File: config.mk
export PLATFORM = sky130hd
export DESIGN_NAME = tmrwd_timer_subsystem
export DESIGN_NICKNAME = d
export VERILOG_FILES = /design/src/tmrwd_pkg.sv /design/src/tmrwd_timer_subsystem.sv /design/src/tmrwd_edge_det.sv /design/src/tmrwd_watchdog.sv
export SDC_FILE = /design/constraint.sdc
export NUM_CORES = 1
export LEC_CHECK = 0
export BUFFER_PORTS_ARGS = -buffer_cell sky130_fd_sc_hd__buf_2
export CORE_ASPECT_RATIO = 1.1
export CORE_MARGIN = 5
export CORE_UTILIZATION = 30
export CTS_BUF_LIST = sky130_fd_sc_hd__clkbuf_2
export DETAILED_ROUTE_END_ITERATION = 10
export PLACE_DENSITY_LB_ADDON = 0.05
export SYNTH_ARGS = -nofsm -noshare
export SYNTH_HDL_FRONTEND = slang
export SYNTH_SLANG_ARGS = --single-unit
File: constraint.sdc
create_clock -name i_clk -period 3.45 [get_ports i_clk]
set_input_delay 0.345 -clock i_clk [delete_from_list [all_inputs] [get_ports i_clk]]
set_output_delay 0.345 -clock i_clk [all_outputs]
set_load 0.01 [all_outputs]
File: src/tmrwd_pkg.sv
// Purpose: Shared constants, types and decoding for the timer and watchdog block.
// Assumes: One 125 MHz clock; an 8-bit register port with reads answered one cycle later.
// Notes: Offsets, field positions, reset values and divide counts live here only.
package tmrwd_pkg;

    localparam int DATA_W = 8;
    localparam int ADDR_W = 3;
    localparam int WDOG_W = 15;
    localparam int PRE_W = 8;

    // Register offsets.
    localparam logic [2:0] ADDR_OPTION = 3'h0;
    localparam logic [2:0] ADDR_TIMER = 3'h1;
    localparam logic [2:0] ADDR_STATUS = 3'h2;
    localparam logic [2:0] ADDR_MASK = 3'h3;
    localparam logic [2:0] ADDR_WDOG_LO = 3'h4;
    localparam logic [2:0] ADDR_WDOG_HI = 3'h5;

    // Option register fields.
    localparam int OPT_RATIO_LSB = 0;
    localparam int OPT_ASSIGN_BIT = 3;
    localparam int OPT_INVERT_BIT = 4;
    localparam int OPT_SRC_BIT = 5;
    localparam int OPT_WDEN_BIT = 6;
    localparam logic [5:0] OPT_LOW_PRESET = 6'h3F;
    localparam logic OPT_WDEN_RESET = 1'b0;

    // Status and mask fields.
    localparam int EVT_W = 3;
    localparam int EVT_TMR_OVF = 0;
    localparam int EVT_WDOG_TRIP = 1;
    localparam int EVT_WDOG_RST = 2;
    localparam logic [EVT_W-1:0] EVT_RESET = 3'h0;

    // Timing counts in master clock cycles; the watchdog terminal count is in watchdog ticks.
    localparam int TMR_SRC_DIV = 4;
    localparam int WDOG_TICK_DIV = 16;
    localparam int WRST_HOLD_CYCLES = 2;
    localparam logic [WDOG_W-1:0] WDOG_TERMINAL = 15'h7FFF;

    typedef struct packed {
        logic wd_en;
        logic src_ext;
        logic src_invert;
        logic pre_to_wdog;
        logic [2:0] ratio;
    } tmrwd_opt_t;

    typedef enum logic [2:0] {
        EDGE_WAIT_HIGH = 3'b001,
        EDGE_WAIT_LOW = 3'b010,
        EDGE_PULSE = 3'b100
    } tmrwd_edge_state_t;

    // Last prescaler count before it emits: timer divides by 2^(r+1), watchdog by 2^r.
    function automatic logic [PRE_W-1:0] pre_limit(input logic [2:0] ratio, input logic to_wdog);
        logic [PRE_W:0] span;
        span = 9'h001 << (to_wdog ? {1'b0, ratio} : ({1'b0, ratio} + 4'h1));
        pre_limit = span[PRE_W-1:0] - 8'h01;
    endfunction

endpackage

File: src/tmrwd_timer_subsystem.sv
// Purpose: Timer/counter with shared prescaler, option register and watchdog reset.
// Assumes: Core reset and clear instruction come from logic on the same clock.
// Notes: The event counter keeps its value across every reset.
//
// Notes on behaviour
// - Option low six preset, bit six separate.
// - Watchdog runs only while enable bit set.
// - Fifteen-bit up counter restarts after reset/clear.
// - Watchdog advances every sixteenth clock.
// - Core reset or clear instruction clears watchdog.
// - Terminal count with enable raises trip.
// - Prescaler on timer: trip resets core directly.
// - Prescaler on watchdog: reset after counted trips.
// - Prescaler divides clock/4 or external pin.
// - Each prescaler output adds exactly one.
// - Software loads counter; reset leaves it.
// - Count source captured by flop first.
// - One pulse after each synced falling edge.
// - Edge machine self-starts; test forces state.
// - Watchdog reset output held at least two cycles.
`timescale 1ns/100ps
`default_nettype none
module tmrwd_timer_subsystem (
    input wire logic i_clk,
    input wire logic i_sys_rst,
    input wire logic i_core_reset,
    input wire logic i_watchdog_clear_instr,
    input wire logic i_external_count_input,
    input wire logic i_test,
    input wire logic [tmrwd_pkg::ADDR_W-1:0] i_addr,
    input wire logic [tmrwd_pkg::DATA_W-1:0] i_wdata,
    input wire logic i_wr,
    input wire logic i_rd,
    output logic [tmrwd_pkg::DATA_W-1:0] o_rdata,
    output logic o_watchdog_reset_out,
    output logic o_irq
);
    localparam logic [1:0] SRC_DIV_LAST = 2'(tmrwd_pkg::TMR_SRC_DIV - 1);
    localparam logic [1:0] HOLD_LAST = 2'(tmrwd_pkg::WRST_HOLD_CYCLES - 1);

    // Register port decode.
    logic wr_option;
    logic wr_timer;
    logic wr_status;
    logic wr_mask;

    assign wr_option = i_wr && (i_addr == tmrwd_pkg::ADDR_OPTION);
    assign wr_timer = i_wr && (i_addr == tmrwd_pkg::ADDR_TIMER);
    assign wr_status = i_wr && (i_addr == tmrwd_pkg::ADDR_STATUS);
    assign wr_mask = i_wr && (i_addr == tmrwd_pkg::ADDR_MASK);

    // Option register: six preset bits and a separate enable bit.
    logic [5:0] opt_low_reg;
    logic opt_wden_reg;
    tmrwd_pkg::tmrwd_opt_t opt;

    always_ff @(posedge i_clk) begin
        if (i_sys_rst || i_core_reset) begin
            opt_low_reg <= tmrwd_pkg::OPT_LOW_PRESET;
        end else if (wr_option) begin
            opt_low_reg <= i_wdata[5:0];
        end
    end

    // The enable bit has no preset of its own; only the system reset defines it.
    always_ff @(posedge i_clk) begin
        if (i_sys_rst) begin
            opt_wden_reg <= tmrwd_pkg::OPT_WDEN_RESET;
        end else if (wr_option) begin
            opt_wden_reg <= i_wdata[tmrwd_pkg::OPT_WDEN_BIT];
        end
    end

    always_comb begin
        opt.wd_en = opt_wden_reg;
        opt.src_ext = opt_low_reg[tmrwd_pkg::OPT_SRC_BIT];
        opt.src_invert = opt_low_reg[tmrwd_pkg::OPT_INVERT_BIT];
        opt.pre_to_wdog = opt_low_reg[tmrwd_pkg::OPT_ASSIGN_BIT];
        opt.ratio = opt_low_reg[tmrwd_pkg::OPT_RATIO_LSB +: 3];
    end

    // External pin passes two flip-flops before the source mux.
    logic ext_meta_reg;
    logic ext_sync_reg;

    always_ff @(posedge i_clk) begin
        ext_meta_reg <= i_external_count_input;
        ext_sync_reg <= ext_meta_reg;
    end

    // Quarter-rate source; only the system reset restarts it, so core resets keep its phase.
    logic [1:0] src_div_reg;

    always_ff @(posedge i_clk) begin
        if (i_sys_rst || src_div_reg == SRC_DIV_LAST) begin
            src_div_reg <= 2'h0;
        end else begin
            src_div_reg <= src_div_reg + 2'h1;
        end
    end

    logic count_source_raw;
    logic count_increment_pulse;

    assign count_source_raw = (opt.src_ext ? ext_sync_reg : src_div_reg[1]) ^ opt.src_invert;

    tmrwd_edge_det u_edge (
        .i_clk(i_clk),
        .i_test(i_test),
        .i_src_raw(count_source_raw),
        .o_inc(count_increment_pulse)
    );

    // Watchdog counter.
    logic wdog_clear;
    logic watchdog_trip;
    logic [tmrwd_pkg::WDOG_W-1:0] wdog_count;

    assign wdog_clear = i_core_reset || i_watchdog_clear_instr;

    tmrwd_watchdog u_wdog (
        .i_clk(i_clk),
        .i_sys_rst(i_sys_rst),
        .i_clear(wdog_clear),
        .i_enable(opt.wd_en),
        .o_trip(watchdog_trip),
        .o_count(wdog_count)
    );

    // Shared prescaler: counts timer source pulses or watchdog trips.
    logic [tmrwd_pkg::PRE_W-1:0] pre_reg;
    logic [tmrwd_pkg::PRE_W-1:0] pre_last;
    logic pre_event;
    logic pre_hit;
    logic pre_clear;

    assign pre_last = tmrwd_pkg::pre_limit(opt.ratio, opt.pre_to_wdog);
    assign pre_event = opt.pre_to_wdog ? watchdog_trip : count_increment_pulse;
    assign pre_hit = pre_event && (pre_reg == pre_last);
    // Reassigning, or reloading the timer while the prescaler serves it, restarts the division from zero.
    assign pre_clear = i_sys_rst || i_core_reset || wr_option
                       || (wr_timer && !opt.pre_to_wdog)
                       || (i_watchdog_clear_instr && opt.pre_to_wdog);

    always_ff @(posedge i_clk) begin
        if (pre_clear) begin
            pre_reg <= '0;
        end else if (pre_hit) begin
            pre_reg <= '0;
        end else if (pre_event) begin
            pre_reg <= pre_reg + 8'h01;
        end
    end

    // Event counter: no reset, software load wins over an increment.
    logic timer_inc;
    logic [tmrwd_pkg::DATA_W-1:0] timer_reg;
    logic timer_ovf;

    assign timer_inc = opt.pre_to_wdog ? count_increment_pulse : pre_hit;
    assign timer_ovf = timer_inc && !wr_timer && (timer_reg == 8'hFF);

    always_ff @(posedge i_clk) begin
        if (wr_timer) begin
            timer_reg <= i_wdata;
        end else if (timer_inc) begin
            timer_reg <= timer_reg + 8'h01;
        end
    end

    // Watchdog reset request and stretch.
    logic wdog_fire;
    logic [1:0] hold_reg;
    logic wrst_reg;

    assign wdog_fire = opt.pre_to_wdog ? pre_hit : watchdog_trip;

    always_ff @(posedge i_clk) begin
        if (i_sys_rst) begin
            hold_reg <= 2'h0;
            wrst_reg <= 1'b0;
        end else if (wdog_fire) begin
            hold_reg <= HOLD_LAST;
            wrst_reg <= 1'b1;
        end else if (hold_reg != 2'h0) begin
            hold_reg <= hold_reg - 2'h1;
        end else begin
            wrst_reg <= 1'b0;
        end
    end

    assign o_watchdog_reset_out = wrst_reg;

    // Sticky status, write one to clear; a new event in the same cycle wins.
    logic [tmrwd_pkg::EVT_W-1:0] evt;
    logic [tmrwd_pkg::EVT_W-1:0] status_reg;
    logic [tmrwd_pkg::EVT_W-1:0] mask_reg;

    always_comb begin
        evt = '0;
        evt[tmrwd_pkg::EVT_TMR_OVF] = timer_ovf;
        evt[tmrwd_pkg::EVT_WDOG_TRIP] = watchdog_trip;
        evt[tmrwd_pkg::EVT_WDOG_RST] = wdog_fire;
    end

    always_ff @(posedge i_clk) begin
        if (i_sys_rst) begin
            status_reg <= tmrwd_pkg::EVT_RESET;
        end else begin
            status_reg <= (status_reg & ~(wr_status ? i_wdata[tmrwd_pkg::EVT_W-1:0] : 3'h0))
                          | evt;
        end
    end

    always_ff @(posedge i_clk) begin
        if (i_sys_rst) begin
            mask_reg <= tmrwd_pkg::EVT_RESET;
        end else if (wr_mask) begin
            mask_reg <= i_wdata[tmrwd_pkg::EVT_W-1:0];
        end
    end

    logic irq_reg;

    always_ff @(posedge i_clk) begin
        if (i_sys_rst) begin
            irq_reg <= 1'b0;
        end else begin
            irq_reg <= |(status_reg & mask_reg);
        end
    end

    assign o_irq = irq_reg;

    // Read port: data stand in the cycle after the strobe only.
    logic [tmrwd_pkg::DATA_W-1:0] rdata_next;
    logic [tmrwd_pkg::DATA_W-1:0] rdata_reg;

    always_comb begin
        case (i_addr)
            tmrwd_pkg::ADDR_OPTION: begin
                rdata_next = {1'b0, opt_wden_reg, opt_low_reg};
            end
            tmrwd_pkg::ADDR_TIMER: begin
                rdata_next = timer_reg;
            end
            tmrwd_pkg::ADDR_STATUS: begin
                rdata_next = {5'h00, status_reg};
            end
            tmrwd_pkg::ADDR_MASK: begin
                rdata_next = {5'h00, mask_reg};
            end
            tmrwd_pkg::ADDR_WDOG_LO: begin
                rdata_next = wdog_count[7:0];
            end
            tmrwd_pkg::ADDR_WDOG_HI: begin
                rdata_next = {1'b0, wdog_count[14:8]};
            end
            default: begin
                rdata_next = 8'h00;
            end
        endcase
    end

    always_ff @(posedge i_clk) begin
        if (i_sys_rst || !i_rd) begin
            rdata_reg <= 8'h00;
        end else begin
            rdata_reg <= rdata_next;
        end
    end

    assign o_rdata = rdata_reg;
endmodule
`default_nettype wire

File: src/tmrwd_edge_det.sv
// Purpose: Capture the count source and give one pulse per falling edge.
// Assumes: The source may be asynchronous to the clock.
// Notes: The state machine has no reset and starts itself from any state.
`timescale 1ns/100ps
`default_nettype none
module tmrwd_edge_det (
    input wire logic i_clk,
    input wire logic i_test,
    input wire logic i_src_raw,
    output logic o_inc
);
    logic src_synced_reg;
    tmrwd_pkg::tmrwd_edge_state_t state_reg;
    tmrwd_pkg::tmrwd_edge_state_t state_next;

    always_ff @(posedge i_clk) begin
        src_synced_reg <= i_src_raw;
    end

    always_comb begin
        case (state_reg)
            tmrwd_pkg::EDGE_WAIT_HIGH: begin
                state_next = src_synced_reg ? tmrwd_pkg::EDGE_WAIT_LOW : tmrwd_pkg::EDGE_WAIT_HIGH;
            end
            tmrwd_pkg::EDGE_WAIT_LOW: begin
                state_next = src_synced_reg ? tmrwd_pkg::EDGE_WAIT_LOW : tmrwd_pkg::EDGE_PULSE;
            end
            tmrwd_pkg::EDGE_PULSE: begin
                state_next = src_synced_reg ? tmrwd_pkg::EDGE_WAIT_LOW : tmrwd_pkg::EDGE_WAIT_HIGH;
            end
            default: begin
                // Unknown or illegal codes fall back here, so no reset is needed.
                state_next = tmrwd_pkg::EDGE_WAIT_HIGH;
            end
        endcase
    end

    always_ff @(posedge i_clk) begin
        if (i_test) begin
            state_reg <= tmrwd_pkg::EDGE_WAIT_HIGH;
        end else begin
            state_reg <= state_next;
        end
    end

    assign o_inc = (state_reg == tmrwd_pkg::EDGE_PULSE);
endmodule
`default_nettype wire

File: src/tmrwd_watchdog.sv
// Purpose: Fifteen-bit watchdog counter advanced at one sixteenth of the clock.
// Assumes: The clear input is a level from the core reset or the clear instruction.
// Notes: The trip pulse is masked in the clear cycle, so a clear acts at once.
`timescale 1ns/100ps
`default_nettype none
module tmrwd_watchdog (
    input wire logic i_clk,
    input wire logic i_sys_rst,
    input wire logic i_clear,
    input wire logic i_enable,
    output logic o_trip,
    output logic [tmrwd_pkg::WDOG_W-1:0] o_count
);
    localparam logic [3:0] TICK_LAST = 4'(tmrwd_pkg::WDOG_TICK_DIV - 1);
    logic [3:0] div_reg;
    logic [tmrwd_pkg::WDOG_W-1:0] count_reg;
    logic trip_reg;
    logic tick;

    assign tick = (div_reg == TICK_LAST);

    always_ff @(posedge i_clk) begin
        if (i_sys_rst) begin
            div_reg <= 4'h0;
        end else begin
            div_reg <= div_reg + 4'h1;
        end
    end

    always_ff @(posedge i_clk) begin
        if (i_sys_rst || i_clear || !i_enable) begin
            count_reg <= '0;
        end else if (tick) begin
            count_reg <= count_reg + 15'h0001;
        end
    end

    always_ff @(posedge i_clk) begin
        if (i_sys_rst || i_clear) begin
            trip_reg <= 1'b0;
        end else begin
            trip_reg <= i_enable && tick && (count_reg == tmrwd_pkg::WDOG_TERMINAL);
        end
    end

    assign o_trip = trip_reg && !i_clear;
    assign o_count = count_reg;
endmodule
`default_nettype wire

==> run metrics <==
CTS Root Buffer Type=clkbuf_2; Largest register FFs=15; maximum VDD drop=0.0001611 V; cell count of the worst reg-to-reg path=12; Inserted Clock Buffers=9; data arrival time of the worst path=3.40 ns; number of instances in the synthesized netlist=412; starting density of the core=30.42%; final worst clock skew=0.03309 ns; register area=1461 µm²; average vias per placed instance=5.016; clock share of power=31.6%; max-slew violation count=0; Antenna Violating Nets Remaining=0; summed area of non-filler cells in the final layout=4138 µm²; placed wire-length estimate=7177 µm; quantity of I/O buffers inserted on ports=28; internal power of the cells=1.073 mW; final worst-path cycle share=91.50%; DRC=0; Cell Pwr Density=352.0 nW/µm²; PnR Total Power=1.456 mW; Max Clk Rate=0.3168 GHz; Row Count=42; first-pass GRT wire length=15,460 µm; clk sinks=69; remaining max-slew budget at the tightest pin=40.54%; origin of the critical flop-to-flop path=opt_low_reg[0]$_SDFFE_PP1P_; CP max FO=8; total global routing overflow=0; number of stages on the worst hold path=3; Post-Synthesis Mean Instance Area=8.846 µm²; endpoint required time on the critical path=3.70 ns; area of the multi-input gates=2058 µm²; Sw Share=26.34%; Area contributors post-synth=dfxtp_1, edfxtp_1, nand2_1; startpoint of the most critical setup path=opt_low_reg[0]$_SDFFE_PP1P_; GR Util All Layers=13.87%; number of antenna violations at the first check in global routing=0; clock-pin transition on the worst setup and hold timing paths=0.21 ns; unrepaired setup endpoints after global routing=false; portion of the post-synthesis area used by sequential elements=40.10%; total nets after synthesis=439; Gate power share=9.9%; TritonCTS clock tree=built; count of state elements after synthesis=69; setup total negative slack=0 ns; cell type with the largest total area after synthesis=dfxtp_1; vias in the first global route=2,908; Routability Congestion=0.8137; most frequent cells after synthesis=dfxtp_1, nand2_1, nor2_1, nand3_1; Initial DRC Count=159; predominant post-synthesis flop cell=dfxtp_1; number of vias after detailed routing=3,045; transition time of the tightest slew-check pin=0.8909 ns; status=finished, final reports clean; number of hold-slack violations in the final timing report=0; share of flip-flops with an asynchronous set or reset after synthesis=0%; maximum number of pins on one net before global-route repair=22; Yosys warnings=0; type of the setup path with the least slack=flop to flop; final-stage net count=476; number of flops mapped to enable cells by yosys=8; wire length per cell=15.70 µm; total inserted antenna cells=0; source-to-sink clock delay at the later pin of the worst-skew pair=0.54 ns; leakage dissipation=1.534 nW; Core Footprint=11,980 µm²; First-pass DRT Iterations=4; CTS max path bufs=2; placement-stage cell area=3968 µm²; x dimension of the die=115.1 µm; switching pwr=0.3836 mW; cell area after synthesis=3645 µm²; total wire length after detailed routing=9528 µm; Cell variety after synth=65; most frequent cell after synthesis=dfxtp_1; die height=125.6 µm; hold crit path type=input port to flop; fraction of layout instances using a drive strength above 1=16.56%; startpoint of the worst hold path=i_wdata[7]; Filler Cell Count=1,283; clock period minus worst slack=3.157 ns; Setup-failing EPs final=0; die area=14,460 µm²; I/O pins=29; Setup Buffers After CTS=0; worst hold slack across all endpoints=0.08500 ns; maximum capacitance violations=0; critical path endpoint category=flop; area overhead of the layout relative to synthesis=13.53%; Sequential Power Share=58.5%; total number of H-tree levels=3; element type at the critical path start=flop; fraction of synthesized cell area taken by the top area cell type=33.50%
[layout make-up]
type / instances / area share, %
multi-input combinational: 314 / 49.74
sequential: 69 / 35.32
timing repair buffer: 47 / 7.197
tap: 154 / 4.657
clock buffer: 12 / 1.451
clock inverter: 3 / 0.9072
inverter: 8 / 0.7257
[routing by layer]
layer | global-route usage, % | vias up | wire [µm]
met2 | 22.24 | 40 | 4608
li1 | - | 1535 | -
met1 | 17.83 | 1451 | 4431
met4 | 7.044 | 0 | 264
met5 | 0 | - | 0
met3 | 2.223 | 19 | 224
[cell usage in the layout, fill, tap and decap left out, types with 3 or more instances in the layout]
cell and count:
dfxtp_1 61, nand2_1 47, nor2_1 40, buf_2 28, nand3_1 25, a21oi_1 19
xor2_1 19, nor2b_1 16, o21ai_0 15, buf_4 13, xnor2_1 12, clkbuf_2 12
mux2i_1 10, nor3_1 9, o22ai_1 8, ha_1 8, edfxtp_1 8, nand3b_1 7
inv_1 7, dlygate4sd3_1 6, and3_1 5, nand4_1 5, nand2b_1 4, nor3b_1 4
and2_1 4, mux4_2 4, o211ai_1 3, a22oi_1 3
[timing repair]
action / CTS / global route
gates resized for setup: 0 / 2
endpoints found under the hold margin: 7 / 0
setup endpoints to repair: 0 / 8
hold buffers: 6 / 0
[power by group through the flow]
stage	clock [mW]	sequential, mW	combinational [mW]
after floorplan	0	0.866	0.0991
after global placement	0	0.869	0.139
after detailed placement	0	0.869	0.140
after CTS	0.491	0.853	0.146
after global routing	0.520	0.856	0.165
final	0.460	0.852	0.144
[critical path: stages (launching register included)]
cell	delay [ns]
dfxtp_1	0.36
ha_1	0.24
or2_1	0.27
a211oi_1	0.26
a21oi_1	0.05
nand2b_1	0.15
ha_1	0.21
xnor2_1	0.18
nor3_1	0.07
nand3b_1	0.16
or4b_4	0.49
o21bai_2	0.20
a31o_4	0.25
[path summary, 6_finish.rpt]
check / slack [ns] / endpoint
hold reg to reg: 0.35 / ext_sync_reg$_DFF_P_
hold / removal: 0.09 / timer_reg[7]$_DFFE_PP_
setup reg to reg: 0.29 / timer_reg[2]$_DFFE_PP_
setup / recovery: 0.29 / timer_reg[2]$_DFFE_PP_
[stage by stage]
stage | util, % | cells | setup slack (ns)
floorplan | - | 412 | 0.4487
global placement | 33.11 | 586 | 0.1989
detailed placement | 33.11 | 586 | 0.1849
CTS | 34.43 | 607 | 0.1306
global route | 34.53 | 607 | 0.06740
finish | 34.53 | 607 | 0.2933
[kinds of logic after synthesis]
logic type | Yosys count | synth area share, %
and+or+nand+nor | 186 | 26.60
AOI/OAI and AO/OA | 73 | 13.49
DFF | 69 | 40.10
xor gates and xnor gates | 31 | 7.449
buffers and inverters | 29 | 3.776
muxes | 16 | 5.836
adders and majority gates | 8 | 2.746
No activity file was read; power rests on OpenSTA's default activity.
